[config.mk]
export PLATFORM = sky130hd
export DESIGN_NAME = timer_ctl_irq
export DESIGN_NICKNAME = d
export VERILOG_FILES = /design/src/design/timer_ctl_pkg.sv /design/src/design/timer_ctl_irq.sv
export VERILOG_INCLUDE_DIRS = /design/src /design/src/design
export SDC_FILE = /design/constraint.sdc
export NUM_CORES = 1
export LEC_CHECK = 0
export BUFFER_PORTS_ARGS = -buffer_cell sky130_fd_sc_hd__clkbuf_2
export CAP_MARGIN = 0
export CORE_ASPECT_RATIO = 2
export CORE_MARGIN = 3
export CORE_UTILIZATION = 46
export CTS_BUF_LIST = sky130_fd_sc_hd__clkbuf_8
export CTS_CLUSTER_DIAMETER = 80
export CTS_CLUSTER_SIZE = 8
export DETAILED_ROUTE_END_ITERATION = 7
export PLACE_DENSITY = 0.78
export SLEW_MARGIN = 15
export SYNTH_ARGS = -nofsm -noshare
export SYNTH_HDL_FRONTEND = slang
export SYNTH_SLANG_ARGS = --single-unit
[constraint.sdc]
create_clock -name sys_clk -period 2.5 [get_ports sys_clk]
set_input_delay 0.25 -clock sys_clk [delete_from_list [all_inputs] [get_ports sys_clk]]
set_output_delay 0.25 -clock sys_clk [all_outputs]
set_load 0.005 [all_outputs]
[src/design/timer_ctl_defines.svh]
// Register map, field positions and reset values of the timer control block
// Functional notes
// - Bit 0 enables half A, bit 8 enables half B; set means counting
// - Bit 1 (A) and bit 9 (B) freeze the counter at its value
// - Bits 3:2 and 11:10 pick capture edge: rise, fall, both; 2 reserved
// - Bit 5 (A) and bit 13 (B) pass the converter trigger when set
// - Bit 6 (A) and bit 14 (B) invert the PWM output when set
// - Bit 7 makes B the complement of A before the polarity bits apply; it is set after reset
// - Arm register bits 0, 1, 2 arm A timeout, match, event interrupts
// - Arm register bits 8, 9, 10 arm B timeout, match, event interrupts
// - Re-enabling a half restarts its counter from the reset value
// - Clearing the freeze bit resumes counting from the held value
// - Disarm register, same layout; writing one disarms that source
// - Armed-state register reads one for each source that is not masked
`ifndef TIMER_CTL_DEFINES_SVH
`define TIMER_CTL_DEFINES_SVH

// ----------------------------------------------------------------------
// Offsets
// ----------------------------------------------------------------------
`define CTL_OFFSET  12'h00C
`define IEN_OFFSET  12'h010
`define DIS_OFFSET  12'h014
`define MSK_OFFSET  12'h018
`define STS_OFFSET  12'h01C

// ----------------------------------------------------------------------
// Values and fields
// ----------------------------------------------------------------------
`define CTL_RESET   16'h0080
`define CTL_WMASK   16'h6FEF
`define IRQ_BITS    11'h707
`define B_SHIFT     8
`define SRC_TOUT    0
`define SRC_MATCH   1
`define SRC_EVT     2
`define RESP_OKAY   2'h0
`define RESP_SLVERR 2'h2

`endif

[src/design/timer_ctl_pkg.sv]
// Types shared by the timer control block
package timer_ctl_pkg;

    typedef enum logic [1:0] {
        EDGE_RISE = 2'b00,
        EDGE_FALL = 2'b01,
        EDGE_RSVD = 2'b10,
        EDGE_BOTH = 2'b11
    } edge_sel_e;

    // One byte of the control register; top is the complement bit in A
    typedef struct packed {
        logic      top;
        logic      invert;
        logic      trig_en;
        logic      rsvd;
        edge_sel_e edge_sel;
        logic      freeze;
        logic      enable;
    } half_ctl_s;

    typedef struct packed {
        half_ctl_s b;
        half_ctl_s a;
    } ctl_s;

endpackage

[src/design/timer_ctl_irq.sv]
// Control, arming and interrupt logic of the dual timer with AXI4-Lite
`include "timer_ctl_defines.svh"

module timer_ctl_irq
    import timer_ctl_pkg::*;
(
    input  wire logic        sys_clk,
    input  wire logic        sys_rst,
    input  wire logic [11:0] s_axi_awaddr,
    input  wire logic        s_axi_awvalid,
    output      logic        s_axi_awready,
    input  wire logic [31:0] s_axi_wdata,
    input  wire logic [3:0]  s_axi_wstrb,
    input  wire logic        s_axi_wvalid,
    output      logic        s_axi_wready,
    output      logic [1:0]  s_axi_bresp,
    output      logic        s_axi_bvalid,
    input  wire logic        s_axi_bready,
    input  wire logic [11:0] s_axi_araddr,
    input  wire logic        s_axi_arvalid,
    output      logic        s_axi_arready,
    output      logic [31:0] s_axi_rdata,
    output      logic [1:0]  s_axi_rresp,
    output      logic        s_axi_rvalid,
    input  wire logic        s_axi_rready,
    output      ctl_s        ctl,
    output      logic [1:0]  half_run,
    output      logic [1:0]  half_restart,
    input  wire logic [1:0]  timeout_evt,
    input  wire logic [1:0]  match_evt,
    input  wire logic [1:0]  capture_in,
    output      logic [1:0]  capture_evt,
    input  wire logic [1:0]  adc_trig_in,
    output      logic [1:0]  adc_trig_out,
    input  wire logic [1:0]  pwm_in,
    output      logic [1:0]  pwm_out,
    output      logic        irq
);

    // ------------------------------------------------------------------
    // Helpers
    // ------------------------------------------------------------------
    function automatic logic hit(input logic [11:0] a,
                                 input logic [11:0] off);
        return a[11:2] == off[11:2];
    endfunction

    function automatic logic [31:0] lanes(input logic [3:0] s);
        logic [31:0] m;
        m = 32'h0000_0000;
        for (int i = 0; i < 4; i++) begin
            m[i*8 +: 8] = {8{s[i]}};
        end
        return m;
    endfunction

    // ------------------------------------------------------------------
    // Write channel
    // ------------------------------------------------------------------
    logic        aw_held_r;
    logic [11:0] aw_addr_r;
    logic        w_held_r;
    logic [31:0] w_data_r;
    logic [3:0]  w_strb_r;
    logic        bvalid_r;
    logic [1:0]  bresp_r;

    // Address and data are parked independently; the write lands once
    // both are in, so either order from the master is fine.
    wire wr_go = aw_held_r & w_held_r;
    wire [31:0] wbits = w_data_r & lanes(w_strb_r);
    wire wr_ctl = wr_go & hit(aw_addr_r, `CTL_OFFSET);
    wire wr_arm = wr_go & hit(aw_addr_r, `IEN_OFFSET);
    wire wr_dis = wr_go & hit(aw_addr_r, `DIS_OFFSET);
    wire wr_msk = wr_go & hit(aw_addr_r, `MSK_OFFSET);
    wire wr_sts = wr_go & hit(aw_addr_r, `STS_OFFSET);
    wire wr_ok  = wr_ctl | wr_arm | wr_dis | wr_msk | wr_sts;

    assign s_axi_awready = ~aw_held_r & ~bvalid_r;
    assign s_axi_wready  = ~w_held_r & ~bvalid_r;
    assign s_axi_bvalid  = bvalid_r;
    assign s_axi_bresp   = bresp_r;

    always_ff @(posedge sys_clk or posedge sys_rst) begin
        if (sys_rst) begin
            aw_held_r <= 1'b0;
            aw_addr_r <= 12'h000;
        end else if (s_axi_awvalid & s_axi_awready) begin
            aw_held_r <= 1'b1;
            aw_addr_r <= s_axi_awaddr;
        end else if (wr_go) begin
            aw_held_r <= 1'b0;
        end
    end

    always_ff @(posedge sys_clk or posedge sys_rst) begin
        if (sys_rst) begin
            w_held_r <= 1'b0;
            w_data_r <= 32'h0000_0000;
            w_strb_r <= 4'h0;
        end else if (s_axi_wvalid & s_axi_wready) begin
            w_held_r <= 1'b1;
            w_data_r <= s_axi_wdata;
            w_strb_r <= s_axi_wstrb;
        end else if (wr_go) begin
            w_held_r <= 1'b0;
        end
    end

    always_ff @(posedge sys_clk or posedge sys_rst) begin
        if (sys_rst) begin
            bvalid_r <= 1'b0;
            bresp_r  <= `RESP_OKAY;
        end else if (wr_go) begin
            bvalid_r <= 1'b1;
            bresp_r  <= wr_ok ? `RESP_OKAY : `RESP_SLVERR;
        end else if (s_axi_bready) begin
            bvalid_r <= 1'b0;
        end
    end

    // ------------------------------------------------------------------
    // Control register
    // ------------------------------------------------------------------
    logic [15:0] ctl_r;
    wire  [15:0] ctl_nxt = wr_ctl ? (wbits[15:0] & `CTL_WMASK) : ctl_r;

    // Written at any time; keeping it stable while running is up to software
    always_ff @(posedge sys_clk or posedge sys_rst) begin
        if (sys_rst) begin
            ctl_r <= `CTL_RESET;
        end else begin
            ctl_r <= ctl_nxt;
        end
    end

    assign ctl = ctl_s'(ctl_r);

    // ------------------------------------------------------------------
    // Counter steering and capture edges
    // ------------------------------------------------------------------
    logic [1:0] run_r;
    logic [1:0] restart_r;
    logic [1:0] en_prev_r;
    logic [1:0] cap_prev_r;
    logic [1:0] cap_evt_r;

    wire [1:0] en_w  = {ctl.b.enable, ctl.a.enable};
    wire [1:0] frz_w = {ctl.b.freeze, ctl.a.freeze};
    wire [1:0] run_w = en_w & ~frz_w;
    wire [1:0] rise_w = capture_in & ~cap_prev_r;
    wire [1:0] fall_w = ~capture_in & cap_prev_r;

    function automatic logic edge_hit(input edge_sel_e sel,
                                      input logic r,
                                      input logic f);
        case (sel)
            EDGE_RISE: return r;
            EDGE_FALL: return f;
            EDGE_BOTH: return r | f;
            default:   return 1'b0;
        endcase
    endfunction

    wire [1:0] cap_hit = run_w & {
        edge_hit(ctl.b.edge_sel, rise_w[1], fall_w[1]),
        edge_hit(ctl.a.edge_sel, rise_w[0], fall_w[0])};

    // Restart pulses on the enable rising; a freeze release gives none,
    // so the datapath keeps the held count.
    always_ff @(posedge sys_clk or posedge sys_rst) begin
        if (sys_rst) begin
            run_r      <= 2'h0;
            restart_r  <= 2'h0;
            en_prev_r  <= 2'h0;
            cap_prev_r <= 2'h0;
            cap_evt_r  <= 2'h0;
        end else begin
            run_r      <= run_w;
            restart_r  <= en_w & ~en_prev_r;
            en_prev_r  <= en_w;
            cap_prev_r <= capture_in;
            cap_evt_r  <= cap_hit;
        end
    end

    assign half_run     = run_r;
    assign half_restart = restart_r;
    assign capture_evt  = cap_evt_r;

    // ------------------------------------------------------------------
    // Trigger and PWM outputs
    // ------------------------------------------------------------------
    logic [1:0] trig_r;
    logic [1:0] pwm_r;

    // In complementary mode half B follows A inverted, then each half
    // applies its own polarity bit.
    wire pwm_b_raw = ctl.a.top ? ~pwm_in[0] : pwm_in[1];
    wire [1:0] pwm_nxt = {pwm_b_raw ^ ctl.b.invert,
                          pwm_in[0] ^ ctl.a.invert};

    always_ff @(posedge sys_clk or posedge sys_rst) begin
        if (sys_rst) begin
            trig_r <= 2'h0;
            pwm_r  <= 2'h0;
        end else begin
            trig_r <= adc_trig_in & {ctl.b.trig_en, ctl.a.trig_en};
            pwm_r  <= pwm_nxt;
        end
    end

    assign adc_trig_out = trig_r;
    assign pwm_out      = pwm_r;

    // ------------------------------------------------------------------
    // Arming, status and interrupt
    // ------------------------------------------------------------------
    logic [10:0] armed_r;
    logic [10:0] sts_r;
    logic        irq_r;

    wire [10:0] arm_set = wr_arm ? wbits[10:0] & `IRQ_BITS : 11'h000;
    wire [10:0] arm_clr = wr_dis ? wbits[10:0] & `IRQ_BITS : 11'h000;
    wire [10:0] armed_nxt = (armed_r | arm_set) & ~arm_clr;
    wire [10:0] sts_clr = wr_sts ? wbits[10:0] : 11'h000;
    wire [10:0] ev_w = {cap_hit[1], match_evt[1], timeout_evt[1], 5'h00,
                        cap_hit[0], match_evt[0], timeout_evt[0]};
    // Set wins over a clear landing in the same cycle
    wire [10:0] sts_nxt = (sts_r & ~sts_clr) | ev_w;

    always_ff @(posedge sys_clk or posedge sys_rst) begin
        if (sys_rst) begin
            armed_r <= 11'h000;
            sts_r   <= 11'h000;
            irq_r   <= 1'b0;
        end else begin
            armed_r <= armed_nxt;
            sts_r   <= sts_nxt;
            irq_r   <= |(sts_nxt & armed_nxt);
        end
    end

    assign irq = irq_r;

    // ------------------------------------------------------------------
    // Read channel
    // ------------------------------------------------------------------
    logic        rvalid_r;
    logic [31:0] rdata_r;
    logic [1:0]  rresp_r;

    wire rd_go  = s_axi_arvalid & s_axi_arready;
    wire rd_ctl = hit(s_axi_araddr, `CTL_OFFSET);
    wire rd_wo  = hit(s_axi_araddr, `IEN_OFFSET) |
                  hit(s_axi_araddr, `DIS_OFFSET);
    wire rd_msk = hit(s_axi_araddr, `MSK_OFFSET);
    wire rd_sts = hit(s_axi_araddr, `STS_OFFSET);
    wire [31:0] rd_mux = rd_ctl ? {16'h0000, ctl_r} :
                         rd_msk ? {21'h000000, armed_r} :
                         rd_sts ? {21'h000000, sts_r} :
                         32'h0000_0000;
    wire rd_ok = rd_ctl | rd_wo | rd_msk | rd_sts;

    assign s_axi_arready = ~rvalid_r;
    assign s_axi_rvalid  = rvalid_r;
    assign s_axi_rdata   = rdata_r;
    assign s_axi_rresp   = rresp_r;

    always_ff @(posedge sys_clk or posedge sys_rst) begin
        if (sys_rst) begin
            rvalid_r <= 1'b0;
            rdata_r  <= 32'h0000_0000;
            rresp_r  <= `RESP_OKAY;
        end else if (rd_go) begin
            rvalid_r <= 1'b1;
            rdata_r  <= rd_mux;
            rresp_r  <= rd_ok ? `RESP_OKAY : `RESP_SLVERR;
        end else if (s_axi_rready) begin
            rvalid_r <= 1'b0;
        end
    end

    // ------------------------------------------------------------------
    // Checks
    // ------------------------------------------------------------------
    half_stop_a: assert property (@(posedge sys_clk) disable iff (sys_rst)
        !ctl_r[8] |=> !half_run[1])
        else $error("half B runs while disabled");
    freeze_hold_a: assert property (@(posedge sys_clk) disable iff (sys_rst)
        ctl_r[1] |=> !half_run[0])
        else $error("half A runs while frozen");
    edge_rsvd_a: assert property (@(posedge sys_clk) disable iff (sys_rst)
        ctl_r[3:2] == 2'b10 |=> !capture_evt[0])
        else $error("reserved edge select gave an event");
    edge_fall_a: assert property (@(posedge sys_clk) disable iff (sys_rst)
        run_w[1] && ctl_r[11:10] == 2'b01 && fall_w[1]
        |=> capture_evt[1])
        else $error("falling edge missed on half B");
    trig_gate_a: assert property (@(posedge sys_clk) disable iff (sys_rst)
        !ctl_r[5] |=> !adc_trig_out[0])
        else $error("trigger passed while gated");
    pwm_invert_a: assert property (@(posedge sys_clk) disable iff (sys_rst)
        1'b1 |=> pwm_out[0] == ($past(pwm_in[0]) ^ $past(ctl_r[6])))
        else $error("half A polarity wrong");
    pwm_compl_a: assert property (@(posedge sys_clk) disable iff (sys_rst)
        !sys_rst && ctl_r[7] && ctl_r[6] == ctl_r[14]
        |=> pwm_out[1] != pwm_out[0])
        else $error("outputs not complementary");
    arm_a_set_a: assert property (@(posedge sys_clk) disable iff (sys_rst)
        wr_arm && wbits[2] |=> armed_r[2])
        else $error("half A event source not armed");
    arm_b_set_a: assert property (@(posedge sys_clk) disable iff (sys_rst)
        wr_arm && wbits[8] |=> armed_r[8])
        else $error("half B timeout source not armed");
    restart_pulse_a: assert property (@(posedge sys_clk) disable iff (sys_rst)
        $rose(ctl_r[0]) |=> half_restart[0] ##1 !half_restart[0])
        else $error("no single restart pulse");
    resume_keep_a: assert property (@(posedge sys_clk) disable iff (sys_rst)
        $fell(ctl_r[1]) && ctl_r[0] && $past(ctl_r[0])
        |=> half_run[0] && !half_restart[0])
        else $error("freeze release restarted counter");
    disarm_clear_a: assert property (@(posedge sys_clk) disable iff (sys_rst)
        wr_dis && wbits[10] |=> !armed_r[10])
        else $error("disarm did not clear");
    mask_read_a: assert property (@(posedge sys_clk) disable iff (sys_rst)
        rd_go && rd_msk |=> s_axi_rdata[10:0] == $past(armed_r))
        else $error("armed state read wrong");
    arm_zero_a: assert property (@(posedge sys_clk) disable iff (sys_rst)
        wr_arm && !wbits[1] |=> armed_r[1] == $past(armed_r[1]))
        else $error("zero write changed armed state");
    arm_read_a: assert property (@(posedge sys_clk) disable iff (sys_rst)
        rd_go && hit(s_axi_araddr, `IEN_OFFSET)
        |=> s_axi_rdata == 32'h0000_0000)
        else $error("arm register read not zero");

endmodule

==> summary.md, run 1 <==
| Metric | Value |
|---|---|
| Outcome | finished, final reports clean |
| RSZ-0062 raised after global routing | no |
| Dpl hpwl | 6330 um |
| Final Cell Area | 4650 um2 |
| Synth warn | 0 |
| Post-route setup slack | 0.477 ns |
| Critical path class | register to register |
| DR WL/cell | 14.8 um |
| Synth Area per Inst | 11.5 um2 |
| Maximum vdd drop | 0.000565 V |
| Setup_tns | 0 ns |
| Vias per cell | 5.08 |
| Total gr overflow | 0 |
| Maximum Capacitance Violations | 0 |
| GR Util met1 | 0.177 |
| Routed Antenna Nets | 0 |
| Required time of the worst setup path | 2.73 ns |
| CP Max Fanout | 7 |
| Worst R2R Start | aw_addr_r[8] |
| Largest delay contributor family on the critical path | simple AND/OR/NAND/NOR gates |
| Ys async rst share | 1.00 |
| Crit Reg-Reg Endpoint | irq |
| Width of the chip | 71.8 um |
| H-tree Lvls | 3 |
| Startpoint types | register |
| Yosys reg bits | 91 |
| TritonRoute pass-1 iters | 4 |
| Global-route wire length before repair | 13100 um |
| CP peak stage delay | 0.42 ns |
| Crit path DAT | 2.25 ns |
| Met3 Resource Use GR | 0.0489 |
| CTS buffer count | 9 |
| Area grow syn2layout | 16.7% |
| Most common cell after layout, fill and taps aside | clkbuf_2 |
| # placed instances | 529 |
| Crit path capture | irq |
| Critical Path, Cell by Cell | nor4b_4 > nand3_1 > o21ai_0 > nand2_1 > a22oi_1 > nand4_1 |
| Worst hold-check path type | input pin to register |
| Flop-to-flop setup slack | 0.48 ns |
| All-Layer GR Usage | 0.174 |
| Min cycle time layout | 2.02 ns |
| DR iter-0 viols | 125 |
| Final GP Congestion | 0.802 |
| Residual DRC | 0 |
| Root Driver | clkbuf_8 |
| Nets@finish | 524 |
| Drt total wl | 8060 um |
| Relative slew margins | 0.402 |
| Least-Margin Pin Slew | 0.895 ns |
| Initial core utilization | 0.477 |
| Hold WS | 0.0292 ns |
| Chip height | 138 um |
| Placed instance area | 4450 um2 |
| Final Max Slew Viols | 0 |
| # diodes | 0 |
| Sequential area share after synthesis | 0.572 |
| Setup violators final | 0 |
| Slowest-stage cell, CP | dfrtp_1 |
| Worst slack at placement | 0.390 ns |
| Die Area | 9880 um2 |
| Top Ports | 145 |
| Most frequent cells in the layout | clkbuf_2 (97), dfrtp_1 (90), nand2_1 (51), mux2_2 (32), o21ai_0 (25) |
| GR peak layer | met2 |
| Clock-pin transition on the worst setup and hold timing paths | 0.09 ns |
| EDFF count, synth | 0 |
| Buf/Inv on CP | 0 |
| Endpoints failing hold | 0 |
| Tcrit/Tclk final | 0.809 |
| Worst setup path startpoint | aw_addr_r[8] |
| CTS tree | built |
| Synth Cell Area | 3990 um2 |
| Gate count after technology mapping | 347 |
| Endpoint class of the critical path | register |
| Cell Pwr Density | 800 nW/um2 |
| Rows | 47 |
| Clock Path Buffers | 2 |
| Clock skew | 0.00927 ns |
| R2R depth | 6 |
| Core area | 8350 um2 |
| Initial antenna violation count | 0 |
| Achievable frequency | 494 MHz |
| Buffers on Ports | 97 |
| Vias | 2771 |
| Share of cells above drive strength 1 | 0.348 |
| Vias in the first global route | 2765 |
| Post-synth top flop | dfrtp_1 |
| Post-CTS Setup Bufs | 0 |
| Sink Count | 91 |
| Largest net degree at the start of global routing | 74 |
| WP depth | 6 |
| Met2 Usage GRT | 0.321 |
| Finished Layout Cells | 546 |
| Clk Latency, worst-skew pair | 0.36 ns |
| Static Leak | 2.28 nW |
| Synth cell types | 46 |
state kept, by name (all words and copies together), names as in the netlist:
| name | flops |
|---|---|
| en_prev_r | 2 |
| pwm_out | 2 |
| ctl | 13 |
| irq | 1 |
| aw_addr_r | 10 |
| armed_r | 6 |
| capture_evt | 2 |
| s_axi_bvalid | 1 |
| half_run | 2 |
| cap_prev_r | 2 |
| s_axi_bresp | 1 |
| half_restart | 2 |
| w_data_r | 14 |
| adc_trig_out | 2 |
| sts_r | 11 |
| s_axi_rresp | 1 |
| s_axi_rdata | 14 |
| s_axi_rvalid | 1 |
| w_strb_r | 2 |
| w_held_r | 1 |
| aw_held_r | 1 |
metal layers:
metal / wire length, um / share of wire
met1: 2850 / 0.35
met2: 4540 / 0.56
met3: 513 / 0.064
met4: 160 / 0.020
met5: 0 / 0
layout make-up:
type	count	area [um2]
clock inverter	6	56.3
tap	98	123
multi-input combinational	227	1470
fill	782	3700
clock buffer	10	138
inverter	12	48.8
sequential	91	2280
timing repair buffer	102	538
worst min-delay path by stage:
| stage | slack, ns | startpoint | cells past startpoint | to |
|---|---|---|---|---|
| final | 0.03 | capture_in[1] | 1 | cap_prev_r[1] |
| after global routing | 0.02 | capture_in[1] | 1 | cap_prev_r[1] |
| after detailed placement | 0.26 | sys_rst | 2 | adc_trig_out[0] |
| after CTS | 0.02 | capture_in[1] | 1 | cap_prev_r[1] |
| after floorplan | 0.28 | capture_in[0] | 0 | cap_prev_r[0] |
| after global placement | 0.26 | sys_rst | 2 | pwm_out[1] |
power breakdown:
group,internal [W],total [W],switching (W)
combinational,0.000405,0.000727,0.000321
sequential,0.00175,0.00203,0.000282
clock,0.000480,0.000965,0.000485
repair_timing:
item	CTS	global route
endpoints found under the hold margin	17	0
hold buffers	1	0
resized for setup	0	0
through the flow:
step,util,total power (W)
4_1_cts,0.557,0.00376
6_report,0.557,0.00372
3_5_place_dp,0.532,0.00280
3_3_place_gp,0.532,0.00275
2_1_floorplan,-,0.00256
5_1_grt,0.557,0.00395
synthesized netlist by cell type, drive strengths merged, types with 2 or more instances:
cell	instances	share of area
mux2	32	0.090
dfrtp	90	0.57
nor2	5	0.0047
a21oi	2	0.0025
nand2	51	0.048
o21ai	36	0.045
inv	12	0.011
a22oi	12	0.023
and2	6	0.010
nor4	4	0.012
ha	4	0.013
and4b	2	0.0050
clkbuf	7	0.0066
nor3b	2	0.0038
nand3	3	0.0038
a21o	3	0.0057
a21boi	6	0.011
buf	31	0.061
nand2b	5	0.0078
nand4	2	0.0031
nor2b	5	0.0078
a31oi	10	0.017
and3	2	0.0031
cell families after synthesis:
group / synth area share
AOI/OAI and AO/OA: 0.117
xor gates and xnor gates: 0.00440
adders and majority gates: 0.0126
buffers and inverters: 0.0807
DFF: 0.572
muxes: 0.0929
other: 0.000941
and+or+nand+nor: 0.120
(Power assumes the default switching activity.)
==> inputs of run 2 (changes only) <==
--- a/config.mk
+++ b/config.mk
@@ -6,16 +6,17 @@
 export SDC_FILE = /design/constraint.sdc
 export NUM_CORES = 1
 export LEC_CHECK = 0
+export ABC_AREA = 1
 export BUFFER_PORTS_ARGS = -buffer_cell sky130_fd_sc_hd__clkbuf_2
 export CAP_MARGIN = 0
 export CORE_ASPECT_RATIO = 2
 export CORE_MARGIN = 3
-export CORE_UTILIZATION = 46
+export CORE_UTILIZATION = 47
 export CTS_BUF_LIST = sky130_fd_sc_hd__clkbuf_8
 export CTS_CLUSTER_DIAMETER = 80
 export CTS_CLUSTER_SIZE = 8
 export DETAILED_ROUTE_END_ITERATION = 7
-export PLACE_DENSITY = 0.78
+export PLACE_DENSITY = 0.79
 export SLEW_MARGIN = 15
 export SYNTH_ARGS = -nofsm -noshare
 export SYNTH_HDL_FRONTEND = slang
==> constraint.sdc (replaced) <==
create_clock -name sys_clk -period 1.7 [get_ports sys_clk]
set_input_delay 0.17 -clock sys_clk [delete_from_list [all_inputs] [get_ports sys_clk]]
set_output_delay 0.17 -clock sys_clk [all_outputs]
set_load 0.005 [all_outputs]
==> summary.md, run 2 <==
| Metric | Value |
|---|---|
| Outcome | finished, final reports clean |
| Critical Path, Cell by Cell | dlygate4sd3_1 > clkbuf_2 > inv_1 > ha_1 > nand2_1 > o211ai_1 > a21boi_0 > a21oi_1 > nor2_1 > nor2_1 > nand2_1 |
| Gate count after technology mapping | 446 (+29%) |
| Maximum vdd drop | 0.000644 V (+14%) |
| Cell taking the most area after synthesis | dfrtp_1 |
| Fin util | 0.595 (+0.0387) |
| Top sig layer | met4 |
| Int Power | 0.00372 W (+41%) |
| Setup_tns | 0 ns (unchanged) |
| Clock skew | 0.0152 ns (+0.00596 ns) |
| Placed instance area | 4650 um2 (+4.6%) |
| Die Area | 9990 um2 (+1.1%) |
| Endpoints failing hold | 0 (unchanged) |
| TritonRoute pass-1 iters | 4 (unchanged) |
| CTS tree | built |
| Dominant cells by area after synthesis | dfrtp_1 (55%), nand2_1 (8.7%), inv_1 (5.4%), mux2_2 (4.9%), buf_4 (4.4%) |
| Startpoint types | input pin |
| # diodes | 0 (unchanged) |
| Final Max Slew Viols | 0 (unchanged) |
| Register area | 2280 um2 (unchanged) |
| Rows | 47 (unchanged) |
| Hold Path End | aw_addr_r[6] |
| Vias in the first global route | 3178 (+15%) |
| Buffers on Ports | 97 (unchanged) |
| Root Driver | clkbuf_8 |
| Most frequent cells in the layout | clkbuf_2 (97), nand2_1 (93), dfrtp_1 (90), inv_1 (57), nor2_1 (38) |
| Met2 wire length | 5070 um (+12%) |
| Sequential area share after synthesis | 0.553 (-0.0186) |
| Logic pwr share | 0.232 (+0.037) |
| Switching Share | 0.324 (+0.0313) |
| Setup violators final | 0 (unchanged) |
| Area occupied by multi-input gates | 1510 um2 (+3.2%) |
| Vias | 3283 (+18%) |
| R2R depth | 9 (+3) |
| Required time of the worst setup path | 2.01 ns (-0.72 ns) |
| Crit Reg-Reg Endpoint | irq |
| EDFF count, synth | 0 (unchanged) |
| Achievable frequency | 615 MHz |
| Critical path class | input pin to register |
| Worst R2R Start | w_held_r |
| Wl on met1 | 3200 um (+12%) |
| Synth Area per Inst | 9.24 um2 (-20%) |
| Top cell type's share of synthesized area | 0.547 (-0.0184) |
| Area grow syn2layout | 21.6% |
| Metal3 WL | 493 um (-3.9%) |
| Commonest cells in the netlist | nand2_1 (95), dfrtp_1 (90), inv_1 (59), nor2_1 (41), o21ai_0 (32) |
| DR iter-0 viols | 150 (+20%) |
| Final GP Congestion | 0.800 (-0.32%) |
| Clk Latency, worst-skew pair | 0.36 ns (about the same) |
| Synth Cell Area | 4120 um2 (+3.4%) |
| Synth cell types | 36 (-22%) |
| Worst hold-check path type | input pin to register |
| Global-route wire length before repair | 14700 um (+12%) |
| Initial antenna violation count | 0 (unchanged) |
| Largest net degree at the start of global routing | 92 (+24%) |
| Initial core utilization | 0.490 (+0.0126) |
| Width of the chip | 72.2 um (+0.53%) |
| Yosys reg bits | 91 (unchanged) |
| Clock Power Share | 0.253 (-0.006) |
| Flop-to-flop setup slack | 0.15 ns (-0.33 ns) |
| Clock-pin transition on the worst setup and hold timing paths | 0.09 ns (about the same) |
| Nets@finish | 645 (+23%) |
| DR WL/cell | 13.5 um (-8.8%) |
| Dpl hpwl | 6850 um (+8.2%) |
| Share of cells above drive strength 1 | 0.295 (-0.0530) |
| Vias per cell | 4.92 (-3.0%) |
| RSZ-0062 raised after global routing | no |
| H-tree Lvls | 3 (unchanged) |
| CP Max Fanout | 3 (-4) |
| Static Leak | 2.72 nW (+19%) |
| Psw | 0.00178 W (+63%) |
| Seq pwr share | 0.515 (-0.030) |
| Total gr overflow | 0 (unchanged) |
| CP peak stage delay | 0.53 ns (+0.11 ns) |
| Endpoint class of the critical path | register |
| Clock Path Buffers | 2 (unchanged) |
| Crit path DAT | 1.93 ns (-0.32 ns) |
| Routed Antenna Nets | 0 (unchanged) |
| Ys async rst share | 1.00 (unchanged) |
| Hold WS | 0.0394 ns (+0.0102 ns) |
| Top Ports | 145 (unchanged) |
| Slowest-stage cell, CP | dlygate4sd3_1 |
| All-Layer GR Usage | 0.188 (+0.0141) |
| Chip height | 138 um (+0.55%) |
| Tcrit/Tclk final | 0.956 |
| Fillers | 748 (-4.3%) |
| Synth warn | 0 (unchanged) |
| Maximum Capacitance Violations | 0 (unchanged) |
| Final Cell Area | 5010 um2 (+7.7%) |
| Drt total wl | 8980 um (+11%) |
| Core area | 8410 um2 (+0.70%) |
| Residual DRC | 0 (unchanged) |
| Hold Path Origin | s_axi_awaddr[6] |
| Top-count cell post-synth | nand2_1 |
| Min cycle time layout | 1.63 ns |
| Cell Pwr Density | 1100 nW/um2 (+37%) |
| CTS buffer count | 9 (unchanged) |
| Post-synth top flop | dfrtp_1 |
| Most common cell after layout, fill and taps aside | clkbuf_2 |
| Worst Hold Depth | 2 (+1) |
| Sink Count | 91 (unchanged) |
run 2: cell types whose count changed after synthesis, sizes merged, moves of 14 or more:
cell	previous run	this run
nand3	3	17
a21oi	2	17
nor2	5	44
mux2	32	18
inv	12	60
nand2	51	99
run 2: cells by family (layout without fill, tap and decap cells):
group           count (synthesis)  in the layout  share of synthesized area
mux                            21             21                     0.0565
other cells                     1             23                   0.000910
compound gates                 64             64                     0.0887
xor+xnor                        2              2                    0.00425
flops                          91             91                      0.553
buf+inv                        93            193                      0.110
simple gates                  170            171                      0.175
fa+ha+maj                       4              4                     0.0122
run 2: worst max-delay path by stage:
stage / from / end
finish: capture_in[1] / irq
global route: capture_in[1] / irq
CTS: capture_in[1] / irq
detailed placement: w_held_r / irq
global placement: aw_addr_r[11] / irq
floorplan: aw_addr_r[8] / irq
run 2: critical path, delay by kind of cell:
family                   cells  cell delay, ns
adder cells (fa/ha/maj)      1            0.28
buffers and inverters        3            0.70
AND/OR/NAND/NOR              4            0.30
AO/OA/AOI/OAI                3            0.47
run 2: stage by stage:
stage	setup slack (ns)	cells	total power, W
after global placement	0.175	637	0.00400
after CTS	0.0610	662	0.00549
after floorplan	0.388	468	0.00372
after global routing	0.00612	667	0.00584
final	0.0746	667	0.00549
after detailed placement	0.103	637	0.00407
run 2: layer usage:
| metal | GRT usage | vias up |
|---|---|---|
| li1 | - | 1607 |
| met1 | 0.197 | 1561 |
| met2 | 0.347 | 102 |
| met3 | 0.0356 | 13 |
| met4 | 0.0833 | 0 |
| met5 | 0 | - |
run 2: layout make-up:
class | count | area share
sequential | 91 | 0.455
clock buffer | 10 | 0.0275
clock inverter | 6 | 0.0102
multi-input combinational | 285 | 0.302
timing repair buffer | 117 | 0.135
tap | 98 | 0.0245
inverter | 60 | 0.0457
run 2: timing repair:
action | 4_1_cts | 5_1_grt
resized for setup | 0 | 12
buffers inserted | 0 | 4
hold endpoints to repair | 98 | 0
setup endpoints to repair | 0 | 1
hold buffers | 9 | 0
run 2: power groups by stage:
stage / clock (W) / combinational (W) / sequential (W)
floorplan: 0 / 0.000951 / 0.00277
global placement: 0 / 0.00117 / 0.00284
detailed placement: 0 / 0.00121 / 0.00286
CTS: 0.00144 / 0.00124 / 0.00281
global route: 0.00152 / 0.00145 / 0.00287
finish: 0.00139 / 0.00127 / 0.00283
